[src/rss_pkg.sv]
//------------------------------------------------------------
// Summary of operation
//------------------------------------------------------------
// Summary of operation
// [RL1] six reset kinds kept apart: supply-rise, watchdog, pin, low-supply, awake or asleep
// [RL2] register-init pulse on supply-rise, pin, watchdog and low-supply resets
// [RL3] watchdog timeout while asleep wakes the core without register init
// [RL4] some registers never initialised; unknown after supply-rise, kept otherwise
// [RL5] watchdog-expired and sleep-entered flags updated per reset kind
// [RL6] external pin passes a filter that drops short low pulses
// [RL7] watchdog reset stays internal, pin is never driven low
// [RL8] pin enable cleared: pin reset inactive, weak pull-up on
// [RL9] programming entry through the pin works whatever the pin option
// [RL10] settle timer gives 64 ms, only after supply-rise or low-supply resets
// [RL11] settle timer counts the 31 kHz slow internal oscillator
// [RL12] internal reset held while the settle timer runs
// [RL13] settle timer disable bit: 1 disables, 0 enables
// [RL14] low-supply reset enable does not switch on the settle timer
// [RL15] configuring party should enable settle timer with low-supply reset
// [RL16] reset held while supply-rise detector reports supply too low
// [RL17] with low-supply reset on, reset held until supply above threshold
// [RL18] no reset on falling supply; re-arm after 100 us at ground
// [RL19] clearing data protection erases all data nonvolatile memory
// [RL20] clearing program protection erases all program memory
// [RL21] pin asserted in internal or RC oscillator mode stops the oscillator
// [RL22] supply-rise flag bit 1 cleared by supply-rise reset only, software sets
// [RL23] low-supply flag bit 0 cleared by low-supply reset
// [RL24] supply dip during settle re-enters low-supply reset, timer restarts
// [RL25] settle timer is a counter of slow-oscillator cycles, 1984 at 31 kHz
package rss_pkg;

  // ----------------------------------------------------------
  // register map (byte addresses)
  // ----------------------------------------------------------
  localparam logic [7:0] ADDR_CONFIG = 8'h00;
  localparam logic [7:0] ADDR_STATUS = 8'h04;
  localparam logic [7:0] ADDR_POWER_CTRL = 8'h08;
  localparam logic [7:0] ADDR_CORE_FLAGS = 8'h0C;

  // config register fields
  localparam int CFG_PIN_EN = 0;
  localparam int CFG_SETTLE_DIS = 1;
  localparam int CFG_LOW_SUP_EN = 2;
  localparam int CFG_OSC_LSB = 3;
  localparam int CFG_PROG_PROT = 6;
  localparam int CFG_DATA_PROT = 7;
  localparam logic [7:0] CONFIG_RESET = 8'hFB;

  // power-control and core flag fields
  localparam int PWR_LOW_SUPPLY = 0;
  localparam int PWR_SUPPLY_RISE = 1;
  localparam int FLG_SLEEP_ENTERED = 0;
  localparam int FLG_WDT_EXPIRED = 1;
  localparam logic [1:0] POWER_CTRL_RESET = 2'h0;
  localparam logic [1:0] CORE_FLAGS_RESET = 2'h3;

  // status register fields
  localparam int ST_KIND_LSB = 0;
  localparam int ST_RESET = 3;
  localparam int ST_SETTLE = 4;
  localparam int ST_RETAINED_UNKNOWN = 5;

  // oscillator modes that stop under pin reset
  localparam logic [2:0] OSC_RC = 3'h7;
  localparam logic [2:0] OSC_RCIO = 3'h6;
  localparam logic [2:0] OSC_INT = 3'h5;
  localparam logic [2:0] OSC_INTIO = 3'h4;

  // ----------------------------------------------------------
  // timing
  // ----------------------------------------------------------
  localparam int CLK_MHZ = 40;
  localparam int SETTLE_MS = 64;
  localparam int SLOW_OSC_HZ = 31000;
  localparam int SETTLE_SLOW_CYCLES = (SETTLE_MS * SLOW_OSC_HZ) / 1000;
  localparam int GROUND_US = 100;
  localparam int GROUND_CYCLES = GROUND_US * CLK_MHZ;
  localparam int PIN_FILTER_CYCLES = 8;

  typedef enum logic [2:0] {
    KIND_NONE, KIND_SUPPLY_RISE, KIND_WDT_RUN, KIND_WDT_SLEEP,
    KIND_PIN_RUN, KIND_PIN_SLEEP, KIND_LOW_SUPPLY
  } rss_kind_t;

  typedef enum logic [1:0] {
    SEQ_RUN, SEQ_HOLD, SEQ_SETTLE, SEQ_PIN
  } rss_seq_t;

  typedef struct packed {
    logic cyc;
    logic stb;
    logic we;
    logic [7:0] adr;
    logic [3:0] sel;
    logic [31:0] dat;
  } rss_wb_req_t;

  typedef struct packed {
    logic ack;
    logic [31:0] dat;
  } rss_wb_rsp_t;

endpackage

[src/rss_reset_source_sequencer.sv]
`timescale 1ns/1ps
`default_nettype none
module rss_reset_source_sequencer #(
  parameter int SETTLE_CYCLES = rss_pkg::SETTLE_SLOW_CYCLES,
  parameter int FILTER_CYCLES = rss_pkg::PIN_FILTER_CYCLES
) (
  input wire logic clock,
  input wire logic rst,
  input wire rss_pkg::rss_wb_req_t wbReq,
  output rss_pkg::rss_wb_rsp_t wbRsp,
  input wire logic supplyRiseOk,
  input wire logic supplyAtGround,
  input wire logic lowSupplyOk,
  input wire logic slowOscClk,
  input wire logic extResetPinIn,
  output logic extResetPinOut,
  output logic extResetPinOe,
  output logic pinPullupEnable,
  input wire logic progEntryDetect,
  output logic progEntry,
  input wire logic watchdogTimeout,
  input wire logic sleepActive,
  output logic internalReset,
  output logic regInit,
  output logic retainedUnknown,
  output logic oscStop,
  output logic eraseData,
  output logic eraseProgram,
  output rss_pkg::rss_kind_t resetKind
);

  // ----------------------------------------------------------
  // pin synchronisers
  // ----------------------------------------------------------
  // three stages; a level is taken once stages two and three agree
  logic [2:0] supOkSync_q, gndSync_q, lowOkSync_q, oscSync_q, pinSync_q, progSync_q;
  logic supOk_q, gnd_q, lowOk_q, osc_q, pinLvl_q, prog_q;

  function automatic logic settled(input logic [2:0] s, input logic prev);
    settled = (s[1] == s[2]) ? s[2] : prev;
  endfunction

  always_ff @(posedge clock) begin
    if (rst) begin
      supOkSync_q <= 3'h0;
      gndSync_q <= 3'h0;
      lowOkSync_q <= 3'h7;
      oscSync_q <= 3'h0;
      pinSync_q <= 3'h7;
      progSync_q <= 3'h0;
      supOk_q <= 1'b0;
      gnd_q <= 1'b0;
      lowOk_q <= 1'b1;
      osc_q <= 1'b0;
      pinLvl_q <= 1'b1;
      prog_q <= 1'b0;
    end else begin
      supOkSync_q <= {supOkSync_q[1:0], supplyRiseOk};
      gndSync_q <= {gndSync_q[1:0], supplyAtGround};
      lowOkSync_q <= {lowOkSync_q[1:0], lowSupplyOk};
      oscSync_q <= {oscSync_q[1:0], slowOscClk};
      pinSync_q <= {pinSync_q[1:0], extResetPinIn};
      progSync_q <= {progSync_q[1:0], progEntryDetect};
      supOk_q <= settled(supOkSync_q, supOk_q);
      gnd_q <= settled(gndSync_q, gnd_q);
      lowOk_q <= settled(lowOkSync_q, lowOk_q);
      osc_q <= settled(oscSync_q, osc_q);
      pinLvl_q <= settled(pinSync_q, pinLvl_q);
      prog_q <= settled(progSync_q, prog_q);
    end
  end

  // ----------------------------------------------------------
  // configuration and software registers
  // ----------------------------------------------------------
  logic [7:0] config_q;
  logic [1:0] powerCtrl_q;
  logic [1:0] coreFlags_q;
  logic retained_q;
  logic busWrite, busRead;
  logic [2:0] oscMode;
  logic pinEnable, settleDisable, lowSupEnable;

  assign busWrite = wbReq.cyc && wbReq.stb && wbReq.we && !wbRsp.ack && wbReq.sel[0];
  assign busRead = wbReq.cyc && wbReq.stb && !wbReq.we && !wbRsp.ack;
  assign oscMode = config_q[rss_pkg::CFG_OSC_LSB +: 3];
  assign pinEnable = config_q[rss_pkg::CFG_PIN_EN];
  // [RL13] disable bit polarity
  assign settleDisable = config_q[rss_pkg::CFG_SETTLE_DIS];
  // [RL14] separate enables
  assign lowSupEnable = config_q[rss_pkg::CFG_LOW_SUP_EN];

  always_ff @(posedge clock) begin
    if (rst) begin
      config_q <= rss_pkg::CONFIG_RESET;
    end else if (busWrite && wbReq.adr == rss_pkg::ADDR_CONFIG) begin
      config_q <= wbReq.dat[7:0];
    end
  end

  // ----------------------------------------------------------
  // protection release erase
  // ----------------------------------------------------------
  // only a 0 to 1 change of a protect bit (protection off) erases
  always_ff @(posedge clock) begin
    if (rst) begin
      eraseData <= 1'b0;
      eraseProgram <= 1'b0;
    end else begin
      // [RL19] data erase
      eraseData <= busWrite && wbReq.adr == rss_pkg::ADDR_CONFIG &&
                   !config_q[rss_pkg::CFG_DATA_PROT] && wbReq.dat[rss_pkg::CFG_DATA_PROT];
      // [RL20] program erase
      eraseProgram <= busWrite && wbReq.adr == rss_pkg::ADDR_CONFIG &&
                      !config_q[rss_pkg::CFG_PROG_PROT] && wbReq.dat[rss_pkg::CFG_PROG_PROT];
    end
  end

  // ----------------------------------------------------------
  // external pin filter
  // ----------------------------------------------------------
  logic [7:0] lowCount_q;
  logic pinAsserted_q;

  // [RL6] short lows ignored
  always_ff @(posedge clock) begin
    if (rst) begin
      lowCount_q <= 8'h00;
      pinAsserted_q <= 1'b0;
    end else if (!pinEnable || pinLvl_q) begin
      // [RL8] disabled pin never resets
      lowCount_q <= 8'h00;
      pinAsserted_q <= 1'b0;
    end else if (lowCount_q >= 8'(FILTER_CYCLES - 1)) begin
      pinAsserted_q <= 1'b1;
    end else begin
      lowCount_q <= lowCount_q + 8'h01;
    end
  end

  // ----------------------------------------------------------
  // supply-rise detector arming
  // ----------------------------------------------------------
  logic [12:0] gndCount_q;
  logic armed_q;
  logic porHold, borHold;

  // [RL18] falling supply alone never re-arms
  always_ff @(posedge clock) begin
    if (rst) begin
      gndCount_q <= 13'h0000;
      armed_q <= 1'b1;
    end else if (!gnd_q) begin
      gndCount_q <= 13'h0000;
      if (supOk_q) begin
        armed_q <= 1'b0;
      end
    end else if (gndCount_q >= 13'(rss_pkg::GROUND_CYCLES - 1)) begin
      armed_q <= 1'b1;
    end else begin
      gndCount_q <= gndCount_q + 13'h0001;
    end
  end

  // [RL16] hold while armed and supply not at operating level
  assign porHold = armed_q && !supOk_q;
  // [RL17] hold until above threshold
  assign borHold = lowSupEnable && !lowOk_q;

  // ----------------------------------------------------------
  // reset events
  // ----------------------------------------------------------
  logic porPrev_q, borPrev_q, pinPrev_q;
  logic evPor, evBor, evPin, evWdt;

  always_ff @(posedge clock) begin
    if (rst) begin
      porPrev_q <= 1'b0;
      borPrev_q <= 1'b0;
      pinPrev_q <= 1'b0;
    end else begin
      porPrev_q <= porHold;
      borPrev_q <= borHold;
      pinPrev_q <= pinAsserted_q;
    end
  end

  assign evPor = porHold && !porPrev_q;
  assign evBor = borHold && !borPrev_q && !evPor;
  assign evPin = pinAsserted_q && !pinPrev_q && !evPor && !evBor;
  assign evWdt = watchdogTimeout && !evPor && !evBor && !evPin;

  // [RL1] kind of the last reset
  always_ff @(posedge clock) begin
    if (rst) begin
      resetKind <= rss_pkg::KIND_NONE;
    end else if (evPor) begin
      resetKind <= rss_pkg::KIND_SUPPLY_RISE;
    end else if (evBor) begin
      resetKind <= rss_pkg::KIND_LOW_SUPPLY;
    end else if (evPin) begin
      resetKind <= sleepActive ? rss_pkg::KIND_PIN_SLEEP : rss_pkg::KIND_PIN_RUN;
    end else if (evWdt) begin
      resetKind <= sleepActive ? rss_pkg::KIND_WDT_SLEEP : rss_pkg::KIND_WDT_RUN;
    end
  end

  // ----------------------------------------------------------
  // sequencer and settle timer
  // ----------------------------------------------------------
  rss_pkg::rss_seq_t seq_q;
  logic [11:0] settleCount_q;
  logic oscPrev_q;
  logic slowTick;

  // [RL11] slow oscillator edges clock the count
  assign slowTick = osc_q && !oscPrev_q;

  always_ff @(posedge clock) begin
    if (rst) begin
      oscPrev_q <= 1'b0;
    end else begin
      oscPrev_q <= osc_q;
    end
  end

  always_ff @(posedge clock) begin
    if (rst) begin
      seq_q <= rss_pkg::SEQ_RUN;
      settleCount_q <= 12'h000;
    end else begin
      case (seq_q)
        rss_pkg::SEQ_RUN: begin
          if (porHold || borHold) begin
            seq_q <= rss_pkg::SEQ_HOLD;
          end else if (pinAsserted_q) begin
            seq_q <= rss_pkg::SEQ_PIN;
          end
        end
        rss_pkg::SEQ_HOLD: begin
          settleCount_q <= 12'h000;
          if (!porHold && !borHold) begin
            // [RL10] timer only after supply resets
            seq_q <= settleDisable ? rss_pkg::SEQ_RUN : rss_pkg::SEQ_SETTLE;
          end
        end
        rss_pkg::SEQ_SETTLE: begin
          if (porHold || borHold) begin
            // [RL24] dip restarts timer
            seq_q <= rss_pkg::SEQ_HOLD;
            settleCount_q <= 12'h000;
          end else if (settleCount_q >= 12'(SETTLE_CYCLES)) begin
            seq_q <= rss_pkg::SEQ_RUN;
          end else if (slowTick) begin
            // [RL25] count slow cycles
            settleCount_q <= settleCount_q + 12'h001;
          end
        end
        rss_pkg::SEQ_PIN: begin
          // pin reset never starts the settle timer
          if (porHold || borHold) begin
            seq_q <= rss_pkg::SEQ_HOLD;
          end else if (!pinAsserted_q) begin
            seq_q <= rss_pkg::SEQ_RUN;
          end
        end
        default: begin
          seq_q <= rss_pkg::SEQ_RUN;
        end
      endcase
    end
  end

  // ----------------------------------------------------------
  // reset outputs
  // ----------------------------------------------------------
  logic wdtReset;

  // [RL3] watchdog in sleep is a wake-up
  assign wdtReset = evWdt && !sleepActive;

  always_ff @(posedge clock) begin
    if (rst) begin
      internalReset <= 1'b1;
      regInit <= 1'b0;
    end else begin
      // [RL12] held while settling, [RL7] watchdog reset kept internal
      internalReset <= seq_q != rss_pkg::SEQ_RUN || porHold || borHold || pinAsserted_q || wdtReset;
      // [RL2] one init pulse per reset event
      regInit <= evPor || evBor || evPin || wdtReset;
    end
  end

  // [RL4] retained registers flagged unknown after supply-rise only
  always_ff @(posedge clock) begin
    if (rst) begin
      retained_q <= 1'b1;
    end else if (evPor) begin
      retained_q <= 1'b1;
    end else if (busWrite && wbReq.adr == rss_pkg::ADDR_STATUS && wbReq.dat[rss_pkg::ST_RETAINED_UNKNOWN]) begin
      retained_q <= 1'b0;
    end
  end

  // ----------------------------------------------------------
  // cause flags
  // ----------------------------------------------------------
  // a hardware event wins over a software write in the same cycle
  always_ff @(posedge clock) begin
    if (rst) begin
      powerCtrl_q <= rss_pkg::POWER_CTRL_RESET;
    end else if (evPor) begin
      // [RL22] cleared on supply-rise only
      powerCtrl_q[rss_pkg::PWR_SUPPLY_RISE] <= 1'b0;
    end else if (evBor) begin
      // [RL23] low-supply flag cleared
      powerCtrl_q[rss_pkg::PWR_LOW_SUPPLY] <= 1'b0;
    end else if (busWrite && wbReq.adr == rss_pkg::ADDR_POWER_CTRL) begin
      powerCtrl_q <= powerCtrl_q | wbReq.dat[1:0];
    end
  end

  // [RL5] flag pattern per reset kind
  always_ff @(posedge clock) begin
    if (rst) begin
      coreFlags_q <= rss_pkg::CORE_FLAGS_RESET;
    end else if (evPor || evBor) begin
      coreFlags_q <= 2'h3;
    end else if (evPin && sleepActive) begin
      coreFlags_q[rss_pkg::FLG_WDT_EXPIRED] <= 1'b1;
      coreFlags_q[rss_pkg::FLG_SLEEP_ENTERED] <= 1'b0;
    end else if (evWdt) begin
      coreFlags_q[rss_pkg::FLG_WDT_EXPIRED] <= 1'b0;
      if (sleepActive) begin
        coreFlags_q[rss_pkg::FLG_SLEEP_ENTERED] <= 1'b0;
      end
    end else if (busWrite && wbReq.adr == rss_pkg::ADDR_CORE_FLAGS) begin
      coreFlags_q <= wbReq.dat[1:0];
    end
  end

  // ----------------------------------------------------------
  // pin and oscillator controls
  // ----------------------------------------------------------
  always_ff @(posedge clock) begin
    if (rst) begin
      extResetPinOut <= 1'b0;
      extResetPinOe <= 1'b0;
      pinPullupEnable <= 1'b0;
      progEntry <= 1'b0;
      oscStop <= 1'b0;
    end else begin
      // [RL7] pin is input only
      extResetPinOut <= 1'b0;
      extResetPinOe <= 1'b0;
      // [RL8] pull-up with internal option
      pinPullupEnable <= !pinEnable;
      // [RL9] programming entry ignores the pin option
      progEntry <= prog_q;
      // [RL21] stop oscillator under pin reset
      oscStop <= pinAsserted_q && (oscMode == rss_pkg::OSC_RC || oscMode == rss_pkg::OSC_RCIO ||
                                   oscMode == rss_pkg::OSC_INT || oscMode == rss_pkg::OSC_INTIO);
    end
  end

  assign retainedUnknown = retained_q;

  // ----------------------------------------------------------
  // wishbone slave
  // ----------------------------------------------------------
  // one wait state keeps read data registered
  always_ff @(posedge clock) begin
    if (rst) begin
      wbRsp <= '0;
    end else begin
      wbRsp.ack <= wbReq.cyc && wbReq.stb && !wbRsp.ack;
      wbRsp.dat <= 32'h0000_0000;
      if (busRead) begin
        if (wbReq.adr == rss_pkg::ADDR_CONFIG) begin
          wbRsp.dat <= {24'h000000, config_q};
        end else if (wbReq.adr == rss_pkg::ADDR_STATUS) begin
          wbRsp.dat <= {26'h0000000, retained_q, seq_q == rss_pkg::SEQ_SETTLE, internalReset, resetKind};
        end else if (wbReq.adr == rss_pkg::ADDR_POWER_CTRL) begin
          wbRsp.dat <= {30'h00000000, powerCtrl_q};
        end else if (wbReq.adr == rss_pkg::ADDR_CORE_FLAGS) begin
          wbRsp.dat <= {30'h00000000, coreFlags_q};
        end
      end
    end
  end

endmodule
`default_nettype wire

[config.mk]
export PLATFORM = sky130hd
export DESIGN_NAME = rss_reset_source_sequencer
export DESIGN_NICKNAME = d
export VERILOG_FILES = /design/src/rss_pkg.sv /design/src/rss_reset_source_sequencer.sv
export SDC_FILE = /design/constraint.sdc
export NUM_CORES = 1
export LEC_CHECK = 0
export BUFFER_PORTS_ARGS = -buffer_cell sky130_fd_sc_hd__buf_2
export CAP_MARGIN = 20
export CORE_ASPECT_RATIO = 2
export CORE_MARGIN = 2
export CORE_UTILIZATION = 47
export DETAILED_ROUTE_END_ITERATION = 6
export PLACE_DENSITY = 0.75
export SLEW_MARGIN = 5
export SYNTH_ARGS = -nofsm -noshare
export SYNTH_HDL_FRONTEND = slang
export SYNTH_SLANG_ARGS = --single-unit
[constraint.sdc]
create_clock -name clock -period 1.84 [get_ports clock]
set_input_delay 0.276 -clock clock [delete_from_list [all_inputs] [get_ports clock]]
set_output_delay 0.276 -clock clock [all_outputs]
set_load 0.01 [all_outputs]
# == Word-level counts from Yosys, hierarchy flattened ==
# Cells that the tools add are included.
# word_totals
ramBits,0
input_bits,57
romBits,0
output_inout_bits,46
latch_bits,0
mem_count,0
wordCells,191
register_bits,121
# classes
order_cmp,3
reduce_logical,84
div_mod_pow,0
addsub,3
shifts,0
n_bitwise,5
n_eq_ne,24
n_mul,0
n_mux,32
# ops
op,count
$mux 12,3
$logic_and 1x1->1,32
$mux 2,12
$pmux 12 s2,1
$logic_not 1->1,17
$eq 8x4->1 const B,2
$ne 3x3->1 const B,5
$add 13x1->13 const B,1
$ge 13x12->1 const B,1
$add 12x1->12 const B,1
$eq 3x3->1 const B,4
$ge 12x11->1 const B,1
$logic_or 1x1->1,12
$mux 1,10
$reduce_bool 2->1,5
$reduce_or 2->1,5
$mux 3,3
$add 8x1->8 const B,1
$eq 8x3->1 const B,1
$ge 8x3->1 const B,1
$logic_not 8->1,1
$mux 8,1
$pmux 2 s4,1
$reduce_and 2->1,4
other kinds (16),26

# == Logic depth before layout (Yosys ltp) ==
# logic_depth
ltp_word,13
ltp_mapped,7
ltp_nobuf,6

# == Worst setup path before layout ==
# OpenSTA, ideal clock, no wires.
# synth_path
path_kind,input-to-reg
startpoint,input port wbReq[43] in the netlist's numbering
endpoint,register config_q[6]
cell_stages,6
arrival_time_ps,1731
t_required_ps,1707
setup_ps,133
path_buffers,1
slack_ps,-24
path_cell_list,or4_1 nor4_4 nand2_2 clkbuf_1 nor3_1 a21oi_1
# synth_between
elab_chain_len,2
# synth_rtl
element,line,source
"start, declared",rss_reset_source_sequencer.sv:9,"input wire rss_pkg::rss_wb_req_t wbReq,"
$logic_not 8->1,rss_reset_source_sequencer.sv:96,end else if (busWrite && wbReq.adr == rss_pkg::ADDR_CONFIG) begin
$logic_and 1x1->1,rss_reset_source_sequencer.sv:96,
"end signal, assigned",rss_reset_source_sequencer.sv:95,config_q <= rss_pkg::CONFIG_RESET;
"end signal, assigned",rss_reset_source_sequencer.sv:97,config_q <= wbReq.dat[7:0];
"end, declared",rss_reset_source_sequencer.sv:76,logic [7:0] config_q;
# Every way passes these cells.
# A chain may end at the register's enable or synchronous reset.

# == Worst setup path after layout ==
# layout_path
startpoint,register settleCount_q[9]
endpoint,register settleCount_q[6]
# layout_between
elab_chain_len,3
# layout_rtl
element,line,source
"start, declared",rss_reset_source_sequencer.sv:212,logic [11:0] settleCount_q;
"start signal, assigned",rss_reset_source_sequencer.sv:256,settleCount_q <= settleCount_q + 12'h001;
$ge 12x11->1,rss_reset_source_sequencer.sv:252,end else if (settleCount_q >= 12'(SETTLE_CYCLES)) begin
$ne 3x3->1 (no line),n/a,
$reduce_and 3->1 (no line),n/a,
# Every way passes these cells.

==> run metrics <==
vias per cell 5.223; synthesized cell area 4016 µm²; Pleak 0.001944 µW; CP endpoint kind flop; area grow syn2layout 18.88%; launching point of the worst reg2reg path settleCount_q[9]; CTS Root Cell clkbuf_16; largest net degree at the start of global routing 50; CP dominant cell by count and3_4; I/O pins 103; initial DRC count 139; power per cell area 881.5 nW/µm²; HPWL after DPL 6119 µm; Initial Utilization 48.44%; Worst Hold Class in -> reg; Cell Chain, Critical Path and3_4, a2111o_1, and3_4, buf_12, or3_1, a21oi_1; hold_sp extResetPinIn; NumNets Final 571; Core Footprint 8292 µm²; Final Instance Area 4775 µm²; DRC 0; chip width 69.37 µm; CTS tree done; Worst Path Required 2.11 ns; Clock Skew 0.006676 ns; Yosys reg bits 97; r2r worst-path depth 6; die area 9346 µm²; initial antenna violation count 0; CP max FO 5; fin. max-slew vios 0; Distinct cells, synth 60; number of synthesized flops with an enable pin 0; Clock transition at path regs 0.07 ns; Cells after Synth 436; post-synthesis sequential area ratio 48.35%; ANT nets after route 0; Overflow after GRT 0; Worst Hold End pinSync_q[0]; startpoint types flop; clock sinks 97; Area after DPL 4418 µm²; Post-Route Utilization 57.58%; Num CTS Buffers 9; Final Wtd Congestion 0.8715; RSZ-0062 raised after global routing false; Critical Path AT 2.09 ns; clock buffer depth 2; most area-consuming cells after synthesis dfxtp_1 48%, buf_4 4.9%, nor2_1 4.9%; Skew-Pair Late Insertion Delay 0.34 ns; router iterations before antenna repair 4; kind of critical path reg -> reg; Yosys top cell by area dfxtp_1; maximum VDD drop 824.0 µV; Synth top area share 48.35%; Setup violations, final 0; outcome finished clean; drt wl/cell 13.20 µm; Max Freq 0.5496 GHz; via count 3202; reg-to-reg slack, setup 0.02 ns; buffers added on ports 49; Placement Rows 47; vias in the first global route 3114; top_reg_cell synth dfxtp_1; Tmin final 1.819 ns; Die Y 134.7 µm; GRT Total Usage 18.08%; Synth Warn # 0; max incr delay on CP 0.43 ns; slowest CP cell a2111o_1; Fin. Hold Viols 0; total wire length after detailed routing 8092 µm; average size of a mapped cell 9.212 µm²; Tcrit/Tclk final 98.88%; number of max-cap violations 0; Antenna Diode Count 0; ys async rst share 0%; WHS Path Cells 2; Hold WS 0.1094 ns; # fillers 724; global-route wire length before repair 13530 µm; CTS H-tree depth 3; r2r endpoint settleCount_q[6]; share of post-route cells with drive strength above 1 22.72%
## layout make-up
cell class | instances | area (µm²) | share of cell area, %
clock buffer | 9 | 225.2 | 4.717
inverter | 5 | 18.77 | 0.3931
tap | 98 | 122.6 | 2.568
multi-input combinational | 318 | 1892 | 39.62
clock inverter | 7 | 71.32 | 1.494
sequential | 97 | 1946 | 40.75
timing repair buffer | 79 | 499.2 | 10.46
## worst max-delay path: cells and delay by family, from the launching register on
family | cells | cell delay, ns
buffers and inverters | 1 | 0.12
AO/OA/AOI/OAI | 2 | 0.55
flip-flops | 1 | 0.33
AND/OR/NAND/NOR | 3 | 0.75
## routing by layer
metal / wire length (µm) / share of wire [%] / GRT usage, %
met5: 0 / 0 / 0
met4: 390 / 4.8 / 12.96
met3: 341 / 4.2 / 4.104
met2: 4409 / 54 / 33.60
met1: 2951 / 36 / 16.95
## kinds of logic after synthesis
family,share of synthesized area [%]
buffers and inverters,7.134
XOR/XNOR,3.053
multiplexers,2.897
adder cells (fa/ha/maj),1.246
flip-flops,48.35
other,0.09337
AO/OA/AOI/OAI,11.00
AND/OR/NAND/NOR,26.23
## state kept, by name, summed over array words and instances, names as in the netlist, 2 cells and up
register / cells
seq_q: 2
gndCount_q: 13
lowCount_q: 8
gndSync_q: 3
pinSync_q: 3
wbRsp: 9
oscSync_q: 3
resetKind: 3
powerCtrl_q: 2
progSync_q: 3
coreFlags_q: 2
settleCount_q: 12
config_q: 8
lowOkSync_q: 3
supOkSync_q: 3
## worst max path at each step
stage | startpoint | end | slack [ns]
3_5_place_dp | wbReq[43] | wbRsp[5] | -0.16
6_report | settleCount_q[9] | settleCount_q[6] | 0.02
2_1_floorplan | settleCount_q[8] | settleCount_q[7] | 0.02
3_3_place_gp | wbReq[43] | wbRsp[2] | -0.14
5_1_grt | settleCount_q[9] | settleCount_q[1] | 0.006
4_1_cts | settleCount_q[10] | settleCount_q[5] | 0.02
## what timing repair did
item	in CTS	in global routing
resized for setup	2	5
pin swaps	2	6
setup endpoints to repair	1	2
hold buffers	0	0
setup buffers	2	2
## Yosys cell counts, drive strengths merged, types with 2 or more instances
| cell type | number |
|---|---|
| dfxtp | 97 |
| nor2 | 52 |
| a21oi | 34 |
| buf | 31 |
| nand2 | 26 |
| nor2b | 23 |
| nand3 | 16 |
| nor3 | 12 |
| o21ai | 12 |
| and3 | 11 |
| clkbuf | 10 |
| xnor2 | 10 |
| or2 | 9 |
| and2 | 6 |
| mux2i | 6 |
| nand2b | 6 |
| nand3b | 6 |
| inv | 5 |
| a31oi | 4 |
| ha | 4 |
| nand4 | 4 |
| nor3b | 4 |
| or4 | 4 |
| xor2 | 4 |
| a2111oi | 3 |
| a211o | 3 |
| nor4 | 3 |
| o21bai | 3 |
| a211oi | 2 |
| and4 | 2 |
| mux4 | 2 |
| nor4b | 2 |
| o21a | 2 |
| o31ai | 2 |
## metrics by stage
stage                     setup WS (ns)  setup TNS, ns  total power (µW)  instances
after global routing           0.005718              0              4372        613
after detailed placement        -0.1568         -1.136              2454        593
after floorplan                 0.02003              0              2401        461
after global placement          -0.1361        -0.8883              2447        593
after CTS                       0.01505              0              4256        611
final                           0.02064              0              4209        613
## power by group
group | internal (µW) | switching, µW | total, µW
Combinational | 125 | 150 | 275
Clock | 953 | 831 | 1780
Sequential | 2130 | 18.0 | 2150
## cells in the final DEF, fill, tap and decap left out, drive strengths merged, types with 6 or more instances in the layout
master	instances
nor2b	23
clkbuf	9
conb	26
nand3	16
dfxtp	97
nor2	52
or2	9
o21ai	12
buf	79
xnor2	10
nand2b	6
and3	11
nor3	12
a21oi	34
mux2i	6
and2	6
inv	8
nand3b	6
nand2	26
No activity file was read; power rests on OpenSTA's default activity.
